==> config.mk <==
export PLATFORM = sky130hd
export DESIGN_NAME = flash_command_sequencer_flat
export DESIGN_NICKNAME = d
export VERILOG_FILES = /design/src/verilog/flash_seq_pkg.sv /design/src/verilog/flash_bus_if.sv /design/src/verilog/flash_command_sequencer.sv /design/src/flat_wrapper.sv
export VERILOG_INCLUDE_DIRS = /design/src /design/src/verilog
export SDC_FILE = /design/constraint.sdc
export NUM_CORES = 1
export LEC_CHECK = 0
export ABC_AREA = 1
export BUFFER_PORTS_ARGS = -buffer_cell sky130_fd_sc_hd__buf_2
export CAP_MARGIN = 0
export CORE_ASPECT_RATIO = 1.4
export CORE_MARGIN = 3
export CORE_UTILIZATION = 39
export CTS_BUF_LIST = sky130_fd_sc_hd__clkbuf_16
export DETAILED_ROUTE_END_ITERATION = 12
export GPL_ROUTABILITY_DRIVEN = 1
export SYNTH_ARGS = -nofsm -noshare
export SYNTH_HDL_FRONTEND = slang
export SYNTH_SLANG_ARGS = --single-unit
==> constraint.sdc <==
create_clock -name sys_clk -period 3.85 [get_ports sys_clk]
set_input_delay 0.385 -clock sys_clk [delete_from_list [all_inputs] [get_ports sys_clk]]
set_output_delay 0.385 -clock sys_clk [all_outputs]
set_load 0.01 [all_outputs]
==> src/verilog/flash_seq_cfg.svh <==
// Purpose: shared constants for the flash command sequencer and its host
// Assumes: included by bare name from the sequencer and host engine files
// Notes: definitions only
`ifndef FLASH_SEQ_CFG_SVH
`define FLASH_SEQ_CFG_SVH
// sequence addresses, low twelve bits only
`define FS_ABITS 12
`define FS_UNLOCK_A 12'h555
`define FS_UNLOCK_B 12'hAAA
// sequence data bytes
`define FS_D_UNL1 8'hAA
`define FS_D_UNL2 8'h55
`define FS_D_PROG 8'hA0
`define FS_D_BYP 8'h20
`define FS_D_ERASE 8'h80
`define FS_D_BULK 8'h10
`define FS_D_SECT 8'h30
`define FS_D_SUSP 8'hB0
`define FS_D_BRST1 8'h90
`define FS_D_BRST2 8'h00
// inter-byte gap and erase window, in microseconds, and clock rate
`define FS_GAP_US 80
`define FS_CLK_MHZ 100
// sectors per array and reset values
`define FS_SECT_ALL 8'hFF
`define FS_SECT_NONE 8'h00
`define FS_CNT_ZERO 14'h0000
// status byte fields returned while an operation runs
`define FS_ST_READY 7
`define FS_ST_EWF 3
// host wait before sampling the ready/busy pin
`define FS_POLL_DLY 3'h3
`endif

==> src/verilog/flash_seq_pkg.sv <==
// Purpose: types shared by the sequencer and its host
// Assumes: nothing
// Notes: gray codes along the usual walk of the sequence decoder
package flash_seq_pkg;
    // per-array sequence decoder state
    typedef enum logic [3:0] {
        S_READ = 4'h0, S_UNL1 = 4'h1, S_UNL2 = 4'h3, S_PDATA = 4'h2,
        S_PBUSY = 4'h6, S_ECMD = 4'h7, S_EUNL1 = 4'h5, S_EUNL2 = 4'h4,
        S_EWIN = 4'hC, S_EBUSY = 4'hD, S_ESUSP = 4'hF, S_BRST = 4'hE
    } seq_state_t;
    // commands the host user side may request
    typedef enum logic [3:0] {
        C_READ = 4'h0, C_PROG = 4'h1, C_BYP_ENTER = 4'h2, C_BYP_PROG = 4'h3,
        C_BYP_EXIT = 4'h4, C_BULK = 4'h5, C_SECTOR = 4'h6,
        C_SECTOR_ADD = 4'h7, C_SUSPEND = 4'h8, C_RESUME = 4'h9
    } cmd_kind_t;
    // host bus engine state
    typedef enum logic [2:0] {
        H_IDLE = 3'h0, H_WR = 3'h1, H_GAP = 3'h3, H_POLL = 3'h2,
        H_RWAIT = 3'h6
    } host_state_t;
endpackage : flash_seq_pkg

==> src/verilog/flash_bus_if.sv <==
// Purpose: host processor bus as seen by the two flash arrays
// Assumes: single clock, strobes are one-cycle pulses
// Notes: selects are active high, at most one bit set at a time
`timescale 1ns/1ns
`default_nettype none
interface flash_bus_if;
    logic wr_stb;
    logic rd_stb;
    logic [15:0] addr;
    logic [7:0] wdata;
    logic [7:0] main_sector_select;
    logic [3:0] secondary_sector_select;
    logic rd_valid;
    logic [7:0] rdata;
    logic ready_busy_pin;
    // the documented flash end
    modport dev (
        input wr_stb, rd_stb, addr, wdata,
        input main_sector_select, secondary_sector_select,
        output rd_valid, rdata, ready_busy_pin
    );
    // the host processor end
    modport host (
        output wr_stb, rd_stb, addr, wdata,
        output main_sector_select, secondary_sector_select,
        input rd_valid, rdata, ready_busy_pin
    );
endinterface : flash_bus_if
`default_nettype wire

==> src/verilog/flash_command_sequencer.sv <==
// Purpose: command sequence decoder for the main and secondary arrays
// Assumes: host keeps one sector select active through a sequence
// Notes: embedded algorithms and storage live on the user side
//
// Overview of operation
// - only the single host bus reaches arrays
// - host programs via unlock, command, data, poll
// - unlock is AAh at 555h, 55h at AAAh
// - upper four address lines ignored; select picks array
// - host holds target select during whole sequence
// - launch only on complete sequence, gaps under 80us
// - bad byte or gap timeout returns to read; code ignores stray bytes in the erase window
// - program is unlock, A0h at 555h, data
// - unlock then 20h at 555h enters bypass
// - in bypass, A0h anywhere then data programs
// - 90h then 00h leaves bypass mode
// - bulk erase is six-cycle sequence ending 10h
// - sector erase ends 30h; more 30h add sectors
// - B0h to erasing array suspends sector erase
// - suspended erase allows other sector access, resumes
// - after operation, array returns to read mode
// - read mode returns stored byte, no sequence
// - host runs code from another array meanwhile
// - reads inside a sequence belong to it
// - only low twelve address bits are compared
// - bulk erase clears every sector of array; code leaves protected sectors out of mask
// - added sectors within 80us, else flag reads 1
// - program to protected sector is ignored
`timescale 1ns/1ns
`default_nettype none
`include "flash_seq_cfg.svh"
module flash_command_sequencer
    import flash_seq_pkg::*;
#(
    parameter int GAP_CYC = `FS_GAP_US * `FS_CLK_MHZ
) (
    input wire logic sys_clk,
    input wire logic reset,
    flash_bus_if.dev bus,
    input wire logic [1:0] op_done,
    input wire logic [1:0][7:0] sect_protect,
    input wire logic [1:0][7:0] mem_rdata,
    output logic [1:0] op_start,
    output logic op_erase,
    output logic [14:0] op_addr,
    output logic [7:0] op_data,
    output logic [1:0][7:0] erase_mask,
    output logic [1:0] erase_suspend,
    output logic [1:0] erase_resume,
    output logic [1:0] erase_window_flag,
    output logic mem_rd_array,
    output logic [14:0] mem_rd_addr
);
    ////////////////////////////////////////////////////////////////////
    // helpers
    // encode the single active select into a sector index
    function automatic logic [2:0] sect_idx(input logic [7:0] s);
        logic [2:0] r;
        r = 3'h0;
        for (int k = 7; k >= 0; k--) begin
            if (s[k]) begin
                r = 3'(k);
            end
        end
        return r;
    endfunction : sect_idx

    // states in which the inter-byte gap is timed
    function automatic logic is_timed(input seq_state_t s);
        return s inside {S_UNL1, S_UNL2, S_PDATA, S_ECMD, S_EUNL1,
                         S_EUNL2, S_BRST, S_EWIN};
    endfunction : is_timed

    // decode one written byte; upper address lines never reach here
    function automatic seq_state_t seq_next(input seq_state_t s,
        input logic byp, input logic [7:0] d, input logic [11:0] a,
        input logic prot);
        logic ua;
        logic ub;
        seq_state_t n;
        ua = (a == `FS_UNLOCK_A);
        ub = (a == `FS_UNLOCK_B);
        n = S_READ;
        unique case (s)
            S_READ: begin
                if (d == `FS_D_UNL1 && ua) n = S_UNL1;
                else if (byp && d == `FS_D_PROG) n = S_PDATA;
                else if (byp && d == `FS_D_BRST1) n = S_BRST;
            end
            S_UNL1: if (d == `FS_D_UNL2 && ub) n = S_UNL2;
            S_UNL2: begin
                if (ua && d == `FS_D_PROG) n = S_PDATA;
                else if (ua && d == `FS_D_ERASE) n = S_ECMD;
            end
            S_PDATA: n = prot ? S_READ : S_PBUSY;
            S_ECMD: if (d == `FS_D_UNL1 && ua) n = S_EUNL1;
            S_EUNL1: if (d == `FS_D_UNL2 && ub) n = S_EUNL2;
            S_EUNL2: begin
                if (ua && d == `FS_D_BULK) n = S_EBUSY;
                else if (d == `FS_D_SECT) n = S_EWIN;
            end
            S_EWIN: n = S_EWIN; // stray bytes do not cancel the erase
            S_PBUSY: n = S_PBUSY;
            S_EBUSY: n = (d == `FS_D_SUSP) ? S_ESUSP : S_EBUSY;
            S_ESUSP: n = (d == `FS_D_SECT) ? S_EBUSY : S_ESUSP;
            S_BRST: n = S_READ;
            default: n = S_READ;
        endcase
        return n;
    endfunction : seq_next

    ////////////////////////////////////////////////////////////////////
    // bus intake: one master port only
    logic [1:0][7:0] sel;
    logic [1:0] hit;
    logic [1:0] wr;
    logic [1:0] rd;
    logic [11:0] low_a;
    assign sel[0] = bus.main_sector_select;
    assign sel[1] = {4'h0, bus.secondary_sector_select};
    assign low_a = bus.addr[11:0];
    always_comb begin
        for (int i = 0; i < 2; i++) begin
            hit[i] = |sel[i];
            wr[i] = bus.wr_stb & hit[i];
            rd[i] = bus.rd_stb & hit[i];
        end
    end

    ////////////////////////////////////////////////////////////////////
    // per-array state
    seq_state_t state_ff [2];
    seq_state_t nxt_state [2];
    logic [1:0] byp_ff;
    logic [1:0][13:0] gap_cnt_ff;
    logic [1:0] gap_out;
    logic [1:0][7:0] mask_ff;
    logic [1:0][2:0] sec;
    logic [1:0] prot;

    always_comb begin
        for (int i = 0; i < 2; i++) begin
            sec[i] = sect_idx(sel[i]);
            prot[i] = sect_protect[i][sec[i]];
            gap_out[i] = is_timed(state_ff[i])
                && gap_cnt_ff[i] == 14'(GAP_CYC - 1);
            nxt_state[i] = state_ff[i];
            if (wr[i]) begin
                nxt_state[i] = seq_next(state_ff[i], byp_ff[i],
                    bus.wdata, low_a, prot[i]);
            end else if (rd[i]) begin
                nxt_state[i] = state_ff[i];
            end else if (gap_out[i]) begin
                // window closing launches; elsewhere the gap aborts
                nxt_state[i] = (state_ff[i] == S_EWIN) ? S_EBUSY
                    : S_READ;
            end
            if (op_done[i] && (state_ff[i] == S_PBUSY
                || state_ff[i] == S_EBUSY)) begin
                nxt_state[i] = S_READ;
            end
        end
    end

    // decoder state
    always_ff @(posedge sys_clk) begin
        for (int i = 0; i < 2; i++) begin
            if (reset) state_ff[i] <= S_READ;
            else state_ff[i] <= nxt_state[i];
        end
    end

    // gap timer restarts on every access to the array
    always_ff @(posedge sys_clk) begin
        for (int i = 0; i < 2; i++) begin
            if (reset || wr[i] || rd[i] || !is_timed(state_ff[i]))
                gap_cnt_ff[i] <= `FS_CNT_ZERO;
            else
                gap_cnt_ff[i] <= gap_cnt_ff[i] + 14'h0001;
        end
    end

    // bypass mode flag
    always_ff @(posedge sys_clk) begin
        for (int i = 0; i < 2; i++) begin
            if (reset) byp_ff[i] <= 1'b0;
            else if (wr[i] && state_ff[i] == S_UNL2
                && low_a == `FS_UNLOCK_A && bus.wdata == `FS_D_BYP)
                byp_ff[i] <= 1'b1;
            else if (wr[i] && state_ff[i] == S_BRST
                && bus.wdata == `FS_D_BRST2)
                byp_ff[i] <= 1'b0;
        end
    end

    // sectors gathered for erase; protected ones never join
    always_ff @(posedge sys_clk) begin
        for (int i = 0; i < 2; i++) begin
            if (reset || nxt_state[i] == S_READ)
                mask_ff[i] <= `FS_SECT_NONE;
            else if (wr[i] && state_ff[i] == S_EUNL2
                && nxt_state[i] == S_EBUSY)
                mask_ff[i] <= `FS_SECT_ALL & ~sect_protect[i];
            else if (wr[i] && bus.wdata == `FS_D_SECT
                && (state_ff[i] == S_EUNL2 || state_ff[i] == S_EWIN))
                mask_ff[i] <= mask_ff[i]
                    | ((8'h01 << sec[i]) & ~sect_protect[i]);
        end
    end

    ////////////////////////////////////////////////////////////////////
    // launch, suspend and resume strobes towards the algorithms
    logic [1:0] op_start_ff;
    logic op_erase_ff;
    logic [14:0] op_addr_ff;
    logic [7:0] op_data_ff;
    logic [1:0] susp_ff;
    logic [1:0] resm_ff;
    logic [1:0] ewf_ff;
    always_ff @(posedge sys_clk) begin
        for (int i = 0; i < 2; i++) begin
            if (reset) begin
                op_start_ff[i] <= 1'b0;
                susp_ff[i] <= 1'b0;
                resm_ff[i] <= 1'b0;
                ewf_ff[i] <= 1'b1;
            end else begin
                op_start_ff[i] <= (state_ff[i] != S_PBUSY
                    && nxt_state[i] == S_PBUSY)
                    || (state_ff[i] != S_EBUSY && state_ff[i] != S_ESUSP
                    && nxt_state[i] == S_EBUSY);
                susp_ff[i] <= state_ff[i] == S_EBUSY
                    && nxt_state[i] == S_ESUSP;
                resm_ff[i] <= state_ff[i] == S_ESUSP
                    && nxt_state[i] == S_EBUSY;
                ewf_ff[i] <= nxt_state[i] != S_EWIN;
            end
        end
    end

    // operation details; a single host means one launch per cycle
    always_ff @(posedge sys_clk) begin
        if (reset) begin
            op_erase_ff <= 1'b0;
            op_addr_ff <= 15'h0000;
            op_data_ff <= 8'h00;
        end else if (bus.wr_stb) begin
            op_erase_ff <= bus.wdata != `FS_D_UNL1 ? 1'b0 : 1'b0;
            op_addr_ff <= {sect_idx(sel[0] | sel[1]), low_a};
            op_data_ff <= bus.wdata;
        end else if (gap_out[0] || gap_out[1]) begin
            op_erase_ff <= 1'b1;
        end
        if (!reset && (wr[0] || wr[1])) begin
            op_erase_ff <= (wr[0] && state_ff[0] == S_EUNL2)
                || (wr[1] && state_ff[1] == S_EUNL2);
        end
    end

    ////////////////////////////////////////////////////////////////////
    // read path: array data in read mode, status while busy
    logic rd_p1_ff;
    logic rd_stat_ff;
    logic rd_arr_ff;
    logic [14:0] rd_addr_ff;
    logic [7:0] stat_ff;
    logic rd_valid_ff;
    logic [7:0] rdata_ff;
    logic rb_ff;
    always_ff @(posedge sys_clk) begin
        if (reset) begin
            rd_p1_ff <= 1'b0;
            rd_stat_ff <= 1'b0;
            rd_arr_ff <= 1'b0;
            rd_addr_ff <= 15'h0000;
            stat_ff <= 8'h00;
        end else begin
            rd_p1_ff <= bus.rd_stb && |hit;
            if (bus.rd_stb) begin
                rd_arr_ff <= hit[1];
                rd_addr_ff <= {sect_idx(sel[0] | sel[1]), low_a};
                // plain reads go straight to the array
                rd_stat_ff <= hit[1] ? !(state_ff[1] inside
                    {S_READ, S_ESUSP}) : !(state_ff[0] inside
                    {S_READ, S_ESUSP});
                stat_ff <= 8'h00;
                stat_ff[`FS_ST_EWF] <= hit[1] ? ewf_ff[1] : ewf_ff[0];
            end
        end
    end

    // answer one cycle after the array address is presented
    always_ff @(posedge sys_clk) begin
        if (reset) begin
            rd_valid_ff <= 1'b0;
            rdata_ff <= 8'h00;
        end else begin
            rd_valid_ff <= rd_p1_ff;
            if (rd_p1_ff)
                rdata_ff <= rd_stat_ff ? stat_ff
                    : mem_rdata[rd_arr_ff];
        end
    end

    // ready/busy: low from the last command byte, erase window included,
    // so a host polling the pin cannot finish before the erase launches
    always_ff @(posedge sys_clk) begin
        if (reset) rb_ff <= 1'b1;
        else rb_ff <= !(nxt_state[0] inside {S_PBUSY, S_EBUSY, S_EWIN}
            || nxt_state[1] inside {S_PBUSY, S_EBUSY, S_EWIN});
    end

    assign op_start = op_start_ff;
    assign op_erase = op_erase_ff;
    assign op_addr = op_addr_ff;
    assign op_data = op_data_ff;
    assign erase_mask = mask_ff;
    assign erase_suspend = susp_ff;
    assign erase_resume = resm_ff;
    assign erase_window_flag = ewf_ff;
    assign mem_rd_array = rd_arr_ff;
    assign mem_rd_addr = rd_addr_ff;
    assign bus.rd_valid = rd_valid_ff;
    assign bus.rdata = rdata_ff;
    assign bus.ready_busy_pin = rb_ff;
endmodule : flash_command_sequencer
`default_nettype wire

==> src/flat_wrapper.sv <==
// flat-port wrapper written by rule: the top's interface ports become plain ports
module flash_command_sequencer_flat import flash_seq_pkg::*;
#(
    parameter int GAP_CYC = `FS_GAP_US * `FS_CLK_MHZ
)
  (sys_clk, reset, op_done, sect_protect, mem_rdata, op_start, op_erase, op_addr, op_data, erase_mask, erase_suspend, erase_resume, erase_window_flag, mem_rd_array, mem_rd_addr, bus_wr_stb, bus_rd_stb, bus_addr, bus_wdata, bus_main_sector_select, bus_secondary_sector_select, bus_rd_valid, bus_rdata, bus_ready_busy_pin);
  flash_bus_if bus_i ();
  input wire logic sys_clk;
  input wire logic reset;
  input wire logic [1:0] op_done;
  input wire logic [1:0][7:0] sect_protect;
  input wire logic [1:0][7:0] mem_rdata;
  output logic [1:0] op_start;
  output logic op_erase;
  output logic [14:0] op_addr;
  output logic [7:0] op_data;
  output logic [1:0][7:0] erase_mask;
  output logic [1:0] erase_suspend;
  output logic [1:0] erase_resume;
  output logic [1:0] erase_window_flag;
  output logic mem_rd_array;
  output logic [14:0] mem_rd_addr;
  input wire logic [$bits(bus_i.wr_stb)-1:0] bus_wr_stb;
  input wire logic [$bits(bus_i.rd_stb)-1:0] bus_rd_stb;
  input wire logic [$bits(bus_i.addr)-1:0] bus_addr;
  input wire logic [$bits(bus_i.wdata)-1:0] bus_wdata;
  input wire logic [$bits(bus_i.main_sector_select)-1:0] bus_main_sector_select;
  input wire logic [$bits(bus_i.secondary_sector_select)-1:0] bus_secondary_sector_select;
  output wire logic [$bits(bus_i.rd_valid)-1:0] bus_rd_valid;
  output wire logic [$bits(bus_i.rdata)-1:0] bus_rdata;
  output wire logic [$bits(bus_i.ready_busy_pin)-1:0] bus_ready_busy_pin;
  assign bus_i.wr_stb = bus_wr_stb;
  assign bus_i.rd_stb = bus_rd_stb;
  assign bus_i.addr = bus_addr;
  assign bus_i.wdata = bus_wdata;
  assign bus_i.main_sector_select = bus_main_sector_select;
  assign bus_i.secondary_sector_select = bus_secondary_sector_select;
  assign bus_rd_valid = bus_i.rd_valid;
  assign bus_rdata = bus_i.rdata;
  assign bus_ready_busy_pin = bus_i.ready_busy_pin;
  flash_command_sequencer #(.GAP_CYC(GAP_CYC)) u_core (.sys_clk(sys_clk), .reset(reset), .bus(bus_i), .op_done(op_done), .sect_protect(sect_protect), .mem_rdata(mem_rdata), .op_start(op_start), .op_erase(op_erase), .op_addr(op_addr), .op_data(op_data), .erase_mask(erase_mask), .erase_suspend(erase_suspend), .erase_resume(erase_resume), .erase_window_flag(erase_window_flag), .mem_rd_array(mem_rd_array), .mem_rd_addr(mem_rd_addr));
endmodule
======== After elaboration in Yosys (flattened, before gate mapping) ========
Memories as Yosys holds them, arrays and structs flattened.
Index checks and enable logic that the tools add are counted.
storage, ports and cells
  flip-flop bits (word level) ............. 107
  latch bits .............................. 0
  memory bits (writable) .................. 8
  ROM bits ................................ 0
  bits of input ports ..................... 74
  output and inout port bits .............. 74
  logic and storage cells ................. 254
  memories kept ........................... 1
operators by class
  add/sub/neg operators ................... 2
  multiply operators ...................... 0
  div/mod/pow operators ................... 0
  magnitude comparators ................... 3
  equal/unequal tests ..................... 51
  shift operators ......................... 2
  muxes and demuxes ....................... 75
  bitwise gates (word level) .............. 13
  reductions and logical operators ........ 86
memories
  memory           words  bits a word  read ports  clocked after memory_dff  wr ports  RTL line                        RTL
  u_core.state_ff  2      4            2           0                         2         flash_command_sequencer.sv:132  seq_state_t state_ff [2];
operator list
  operator                                                                  count
  4-bit one-hot mux with 11 select lines                                    2
  4-bit 2-to-1 mux                                                          21
  3-bit 2-to-1 mux                                                          21
  4-bit equality test (second input constant)                               14
  8-bit 2-to-1 mux                                                          7
  1-bit logical AND                                                         43
  4-bit by 3-bit equality test with 1-bit output (second input constant)    10
  8-bit equality test (second input constant)                               5
  14-bit by 1-bit adder with 14-bit output (second input constant)          2
  14-bit by 13-bit equality test with 1-bit output (second input constant)  2
  4-bit != test (second input constant)                                     6
  1-bit logical OR                                                          18
  8-bit AND                                                                 2
  4-bit by 2-bit equality test with 1-bit output (second input constant)    4
  8-bit by 6-bit equality test with 1-bit output (second input constant)    2
  4-bit logical NOT                                                         4
  8-bit NOT                                                                 2
  8-bit OR                                                                  2
  8-bit nonzero test                                                        2
  1-bit 2-to-1 mux                                                          15
  2-bit 2-to-1 mux                                                          7
  12-bit by 11-bit equality test with 1-bit output (second input constant)  1
  12-bit equality test (second input constant)                              1
  2-bit nonzero test                                                        6
  20 further kinds                                                          33

======== Depth between registers and ports, before layout ========
  word-level depth ........................ 18
  gate-level depth with buffers ........... 21

======== Worst setup path after synthesis ========
Ideal clock, no wire load.
  path kind ............................... flip-flop to flip-flop
  from .................................... register u_core.gap_cnt_ff[14] (netlist name)
  to ...................................... register u_core.mask_ff, in the netlist u_core.erase_mask[10]
  library setup time ...................... 0.066 ns
  data arrival time ....................... 2.054 ns
  data required time ...................... 3.784 ns
  path slack .............................. 1.730 ns
  cell stages (with the launch flop) ...... 19
  path buffers ............................ 1
  clock period less this slack ............ 2.120 ns
  cell sequence ........................... dfxtp_1 > ha_1 > nand2_1 > inv_2 > nand2_2 > nor2_4 > nand2_2 > nor3_4 > nand2_1 > nor3_2 > o21ai_1 > nand2_1 > nand3_1 > nor2_2 > nand2_2 > buf_6 > nand2_1 > nand2_1 > a21oi_2
on the way
  longest elaborated chain between the ends .. 9
RTL lines
  what                                                           RTL line                        RTL
  from (decl)                                                    flash_command_sequencer.sv:135  logic [1:0][13:0] gap_cnt_ff;
  from (signal, indexed assignment)                              flash_command_sequencer.sv:177  gap_cnt_ff[i] <= `FS_CNT_ZERO;
  from (signal, indexed assignment)                              flash_command_sequencer.sv:179  gap_cnt_ff[i] <= gap_cnt_ff[i] + 14'h0001;
  14-bit by 13-bit equality test with 1-bit output *             flash_command_sequencer.sv:146  && gap_cnt_ff[i] == 14'(GAP_CYC - 1);
  1-bit logical AND *                                            flash_command_sequencer.sv:146
  4-bit 2-to-1 mux *                                             flash_command_sequencer.sv:153  end else if (gap_out[i]) begin
  4-bit 2-to-1 mux *                                             flash_command_sequencer.sv:151  end else if (rd[i]) begin
  4-bit 2-to-1 mux *                                             flash_command_sequencer.sv:148  if (wr[i]) begin
  4-bit 2-to-1 mux *                                             flash_command_sequencer.sv:158  if (op_done[i] && (state_ff[i] == S_PBUSY
  4-bit equality test                                            flash_command_sequencer.sv:202  && nxt_state[i] == S_EBUSY)
  1-bit logical AND                                              flash_command_sequencer.sv:202
  8-bit 2-to-1 mux / 2-bit nonzero test (equally long branches)  -
  to (signal, indexed assignment)                                flash_command_sequencer.sv:200  mask_ff[i] <= `FS_SECT_NONE;
  to (signal, indexed assignment)                                flash_command_sequencer.sv:203  mask_ff[i] <= `FS_SECT_ALL & ~sect_protect[i];
  to (signal, indexed assignment)                                flash_command_sequencer.sv:206  mask_ff[i] <= mask_ff[i]
  to (decl)                                                      flash_command_sequencer.sv:137  logic [1:0][7:0] mask_ff;
Mark *: on every way between the ends. The rest lies on a longest branch, timed or not.
A chain may end at the register's enable or synchronous reset.

==> run_results.csv <==
group,metric,value,unit
run_status,outcome,"completed",
synth,synth_edf_count,1,
global_routing,gr-total-overflow,0,
sta,finalMaxSlewViolations,0,
layout,post-route-cell-area,7480,µm²
synth,syn_nets,954,
clock_tree,clockBufferDepth,2,
synth,synth.avg_cell_area,6.82,µm²
sta,worst_clock_skew,0.00795,ns
sta,timing.hold.ws,0.241,ns
critical_path,criticalPathCategory,"register to register",
global_routing,antenna_found_initial,0,
clock_tree,clkTransAtPathRegs,0.06,ns
sta,setup_viol,0,
clock_tree,cts_sinks,115,
routing,drt-initial-drc-count,379,
min_path,min-delay-start,"bus_addr[10]",
sta,min_period_over_period,70.3,%
placement,io_buffers,143,
die,dieArea,16900,µm²
synth,synth_top_area_share,38.1,%
global_routing,grt_pass1_wl,28.8,mm
synth,synth_top_family_by_area,"simple AND/OR/NAND/NOR gates",
critical_path,cp-end-kind,"register",
power_and_ir_drop,ir_drop,0.295,mV
layout,n_antenna_cell,0,
layout,fin_nets,1103,
synth,post_synth_xor_area_fraction,0.439,%
placement,post_dp_cell_area,6890,µm²
routing,routedWlPerCell,14.4,µm
critical_path,crit_arrival,2.97,ns
die,start_util,40.5,%
sta,tightestPinTransition,0.775,ns
power_and_ir_drop,power,3.15,mW
synth,yosysMostFrequentCell,"nand2_1",
critical_path,crit_start,"u_core.state_ff[1][1]$_SDFF_PP0_",
layout,drive_above_1_share,23.8,%
placement,dp_cells,1197,
synth,synth.area.mux_share,0,%
clock_tree,clk_latency,0.42,ns
critical_path,worstReg2RegStart,"u_core.state_ff[1][1]$_SDFF_PP0_",
synth,async_flop_share,0,%
critical_path,cpPeakStageDelay,0.61,ns
synth,yosys-top-cells-area,"dfxtp_1 38%, nand2_1 11%, inv_1 6.4%, nor2_1 5.6%, o21ai_0 5.6%",
power_and_ir_drop,powerDensity,421,nW/µm²
critical_path,slowest_stage,"nor3_2",
critical_path,worstPathCellList,"inv_2 -> nor2_1 -> nand2_1 -> nand2_2 -> nor3_4 -> nand2_1 -> nor3_2 -> o21ai_1 -> nand2_1 -> nand2_1 -> a21oi_1 -> nor3_2 -> a21oi_1",
global_routing,grt_pass1_vias,5862,
die,die_y,153,µm
sta,maxSlewHeadroom,48.0,%
layout,n_fill_cell,1507,
sta,fin_tns_setup,0,ns
synth,yosysSeqAreaShare,38.6,%
sta,rsz0062_at_grt,"no",
routing,vias_per_cell,5.05,
placement,place.gp.congestion,0.965,
clock_tree,cts_setup_buffers,0,
synth,synth_common_cells,"178 x nand2_1, 114 x dfxtp_1, 102 x inv_1",
clock_tree,cts_max_level,4,
synth,ys_seq_elements,115,
layout,finalNonFillerCells,1229,
power_and_ir_drop,p_leak,3.41,nW
synth,yosysTopAreaCell,"dfxtp_1",
sta,hold_violations,0,
synth,yosys_warnings,0,
clock_tree,postCtsHoldBufs,0,
routing,dr.pass1.iters,6,
synth,synth-simple-area-share,35.8,%
critical_path,required,4.11,ns
clock_tree,cts_resized,0,
synth,netlist_instances,878,
sta,post-route-min-period,2.71,ns
routing,drc_errors,0,
clock_tree,cts_buffers,17,
synth,netlist_area,5990,µm²
global_routing,grt.total_usage,20.8,%
die,io_pins,148,
synth,synth_flop_cell,"dfxtp_1",
die,core_region_area,14800,µm²
routing,routed_wl,17.8,mm
die,row_count,52,
synth,synthAdderAreaFrac,0.418,%
die,die_x,111,µm
sta,fmax,0.370,GHz
clock_tree,cts_root_buffer,"clkbuf_16",
critical_path,crit_path_max_fanout,8,
layout,area_growth,25.0,%
global_routing,grt_max_degree,35,
synth,ys_types,45,
job,drv_cap,0,
placement,hpwl,13.8,mm
synth,synth_compound_area_share,15.4,%
critical_path,cp_common_cell,"nand2_1",
critical_path,start_kind,"register",
min_path,holdCritPathClass,"input pin to register",
clock_tree,cts_tree,"done",
routing,ant_nets,0,
routing,vias,6203,
-- final timing paths --
check	end	slack, ns	cells past startpoint
max	u_core.erase_mask[14]$_SDFFE_PP0P_	1.14	13
min	u_core.mem_rd_addr[10]$_SDFFE_PP0P_	0.24	3
max reg2reg	u_core.erase_mask[14]$_SDFFE_PP0P_	1.14	13
min reg2reg	u_core.gap_cnt_ff[14]$_SDFF_PP0_	0.45	1
-- metrics by stage --
stage / setup slack, ns / util (%)
after floorplan: 1.73 / -
after global placement: 1.07 / 46.7
after detailed placement: 1.04 / 46.7
after CTS: 1.16 / 50.7
after global routing: 0.955 / 50.7
final: 1.14 / 50.7
-- flip-flops by register name, summed over array words and instances (netlist names), 8 cells and up --
register	flops
u_core.gap_cnt_ff	28
u_core.erase_mask	16
u_core.mem_rd_addr	15
u_core.op_addr	15
u_core.bus.rdata	8
u_core.op_data	8
u_core.state_ff	8
-- critical path, delay by kind of cell, from the launching register on --
| family | cells | cell delay, ns |
|---|---|---|
| buf+inv | 1 | 0.07 |
| simple gates | 9 | 1.70 |
| compound gates | 3 | 0.32 |
| flops | 1 | 0.46 |
-- power breakdown --
part           internal, mW  switching (mW)
Sequential             1.23          0.0240
Combinational         0.105           0.205
Clock                  1.01           0.573
-- logic make-up (layout without fill, tap and decap cells) --
family | count (synthesis) | in the layout
fa+ha+maj | 2 | 2
compound gates | 167 | 167
simple gates | 447 | 447
flops | 115 | 115
buf+inv | 144 | 306
xor+xnor | 3 | 3
-- cell usage in the layout (no fill, tap or decap), types with 17 or more instances in the layout --
cell	synthesis	layout
buf_2	0	143
inv_1	102	104
nor2_1	90	89
nand2_1	178	178
inv_2	23	23
clkbuf_16	0	17
o21ai_0	67	67
nor3_1	25	25
dfxtp_1	114	114
nand3_1	62	62
nand4_1	36	36
a21oi_1	61	61
-- cell type report --
| cell class | count | area [µm²] | area share (%) |
|---|---|---|---|
| clock inverters | 15 | 168 | 2.24 |
| repair buffers | 147 | 746 | 9.96 |
| flip-flops and latches | 115 | 2310 | 30.9 |
| well taps | 189 | 236 | 3.16 |
| multi-input cells | 619 | 3120 | 41.7 |
| inverters | 127 | 477 | 6.37 |
| clock buffers | 17 | 425 | 5.68 |
-- routing by layer --
layer,global-route usage [%],wire (µm),up-vias
met5,0,0,-
met4,8.63,507,0
met3,4.65,774,35
met2,36.6,8970,158
met1,24.4,7500,2800
li1,-,-,3210
Note: power is estimated with default switching activity, not from simulation.
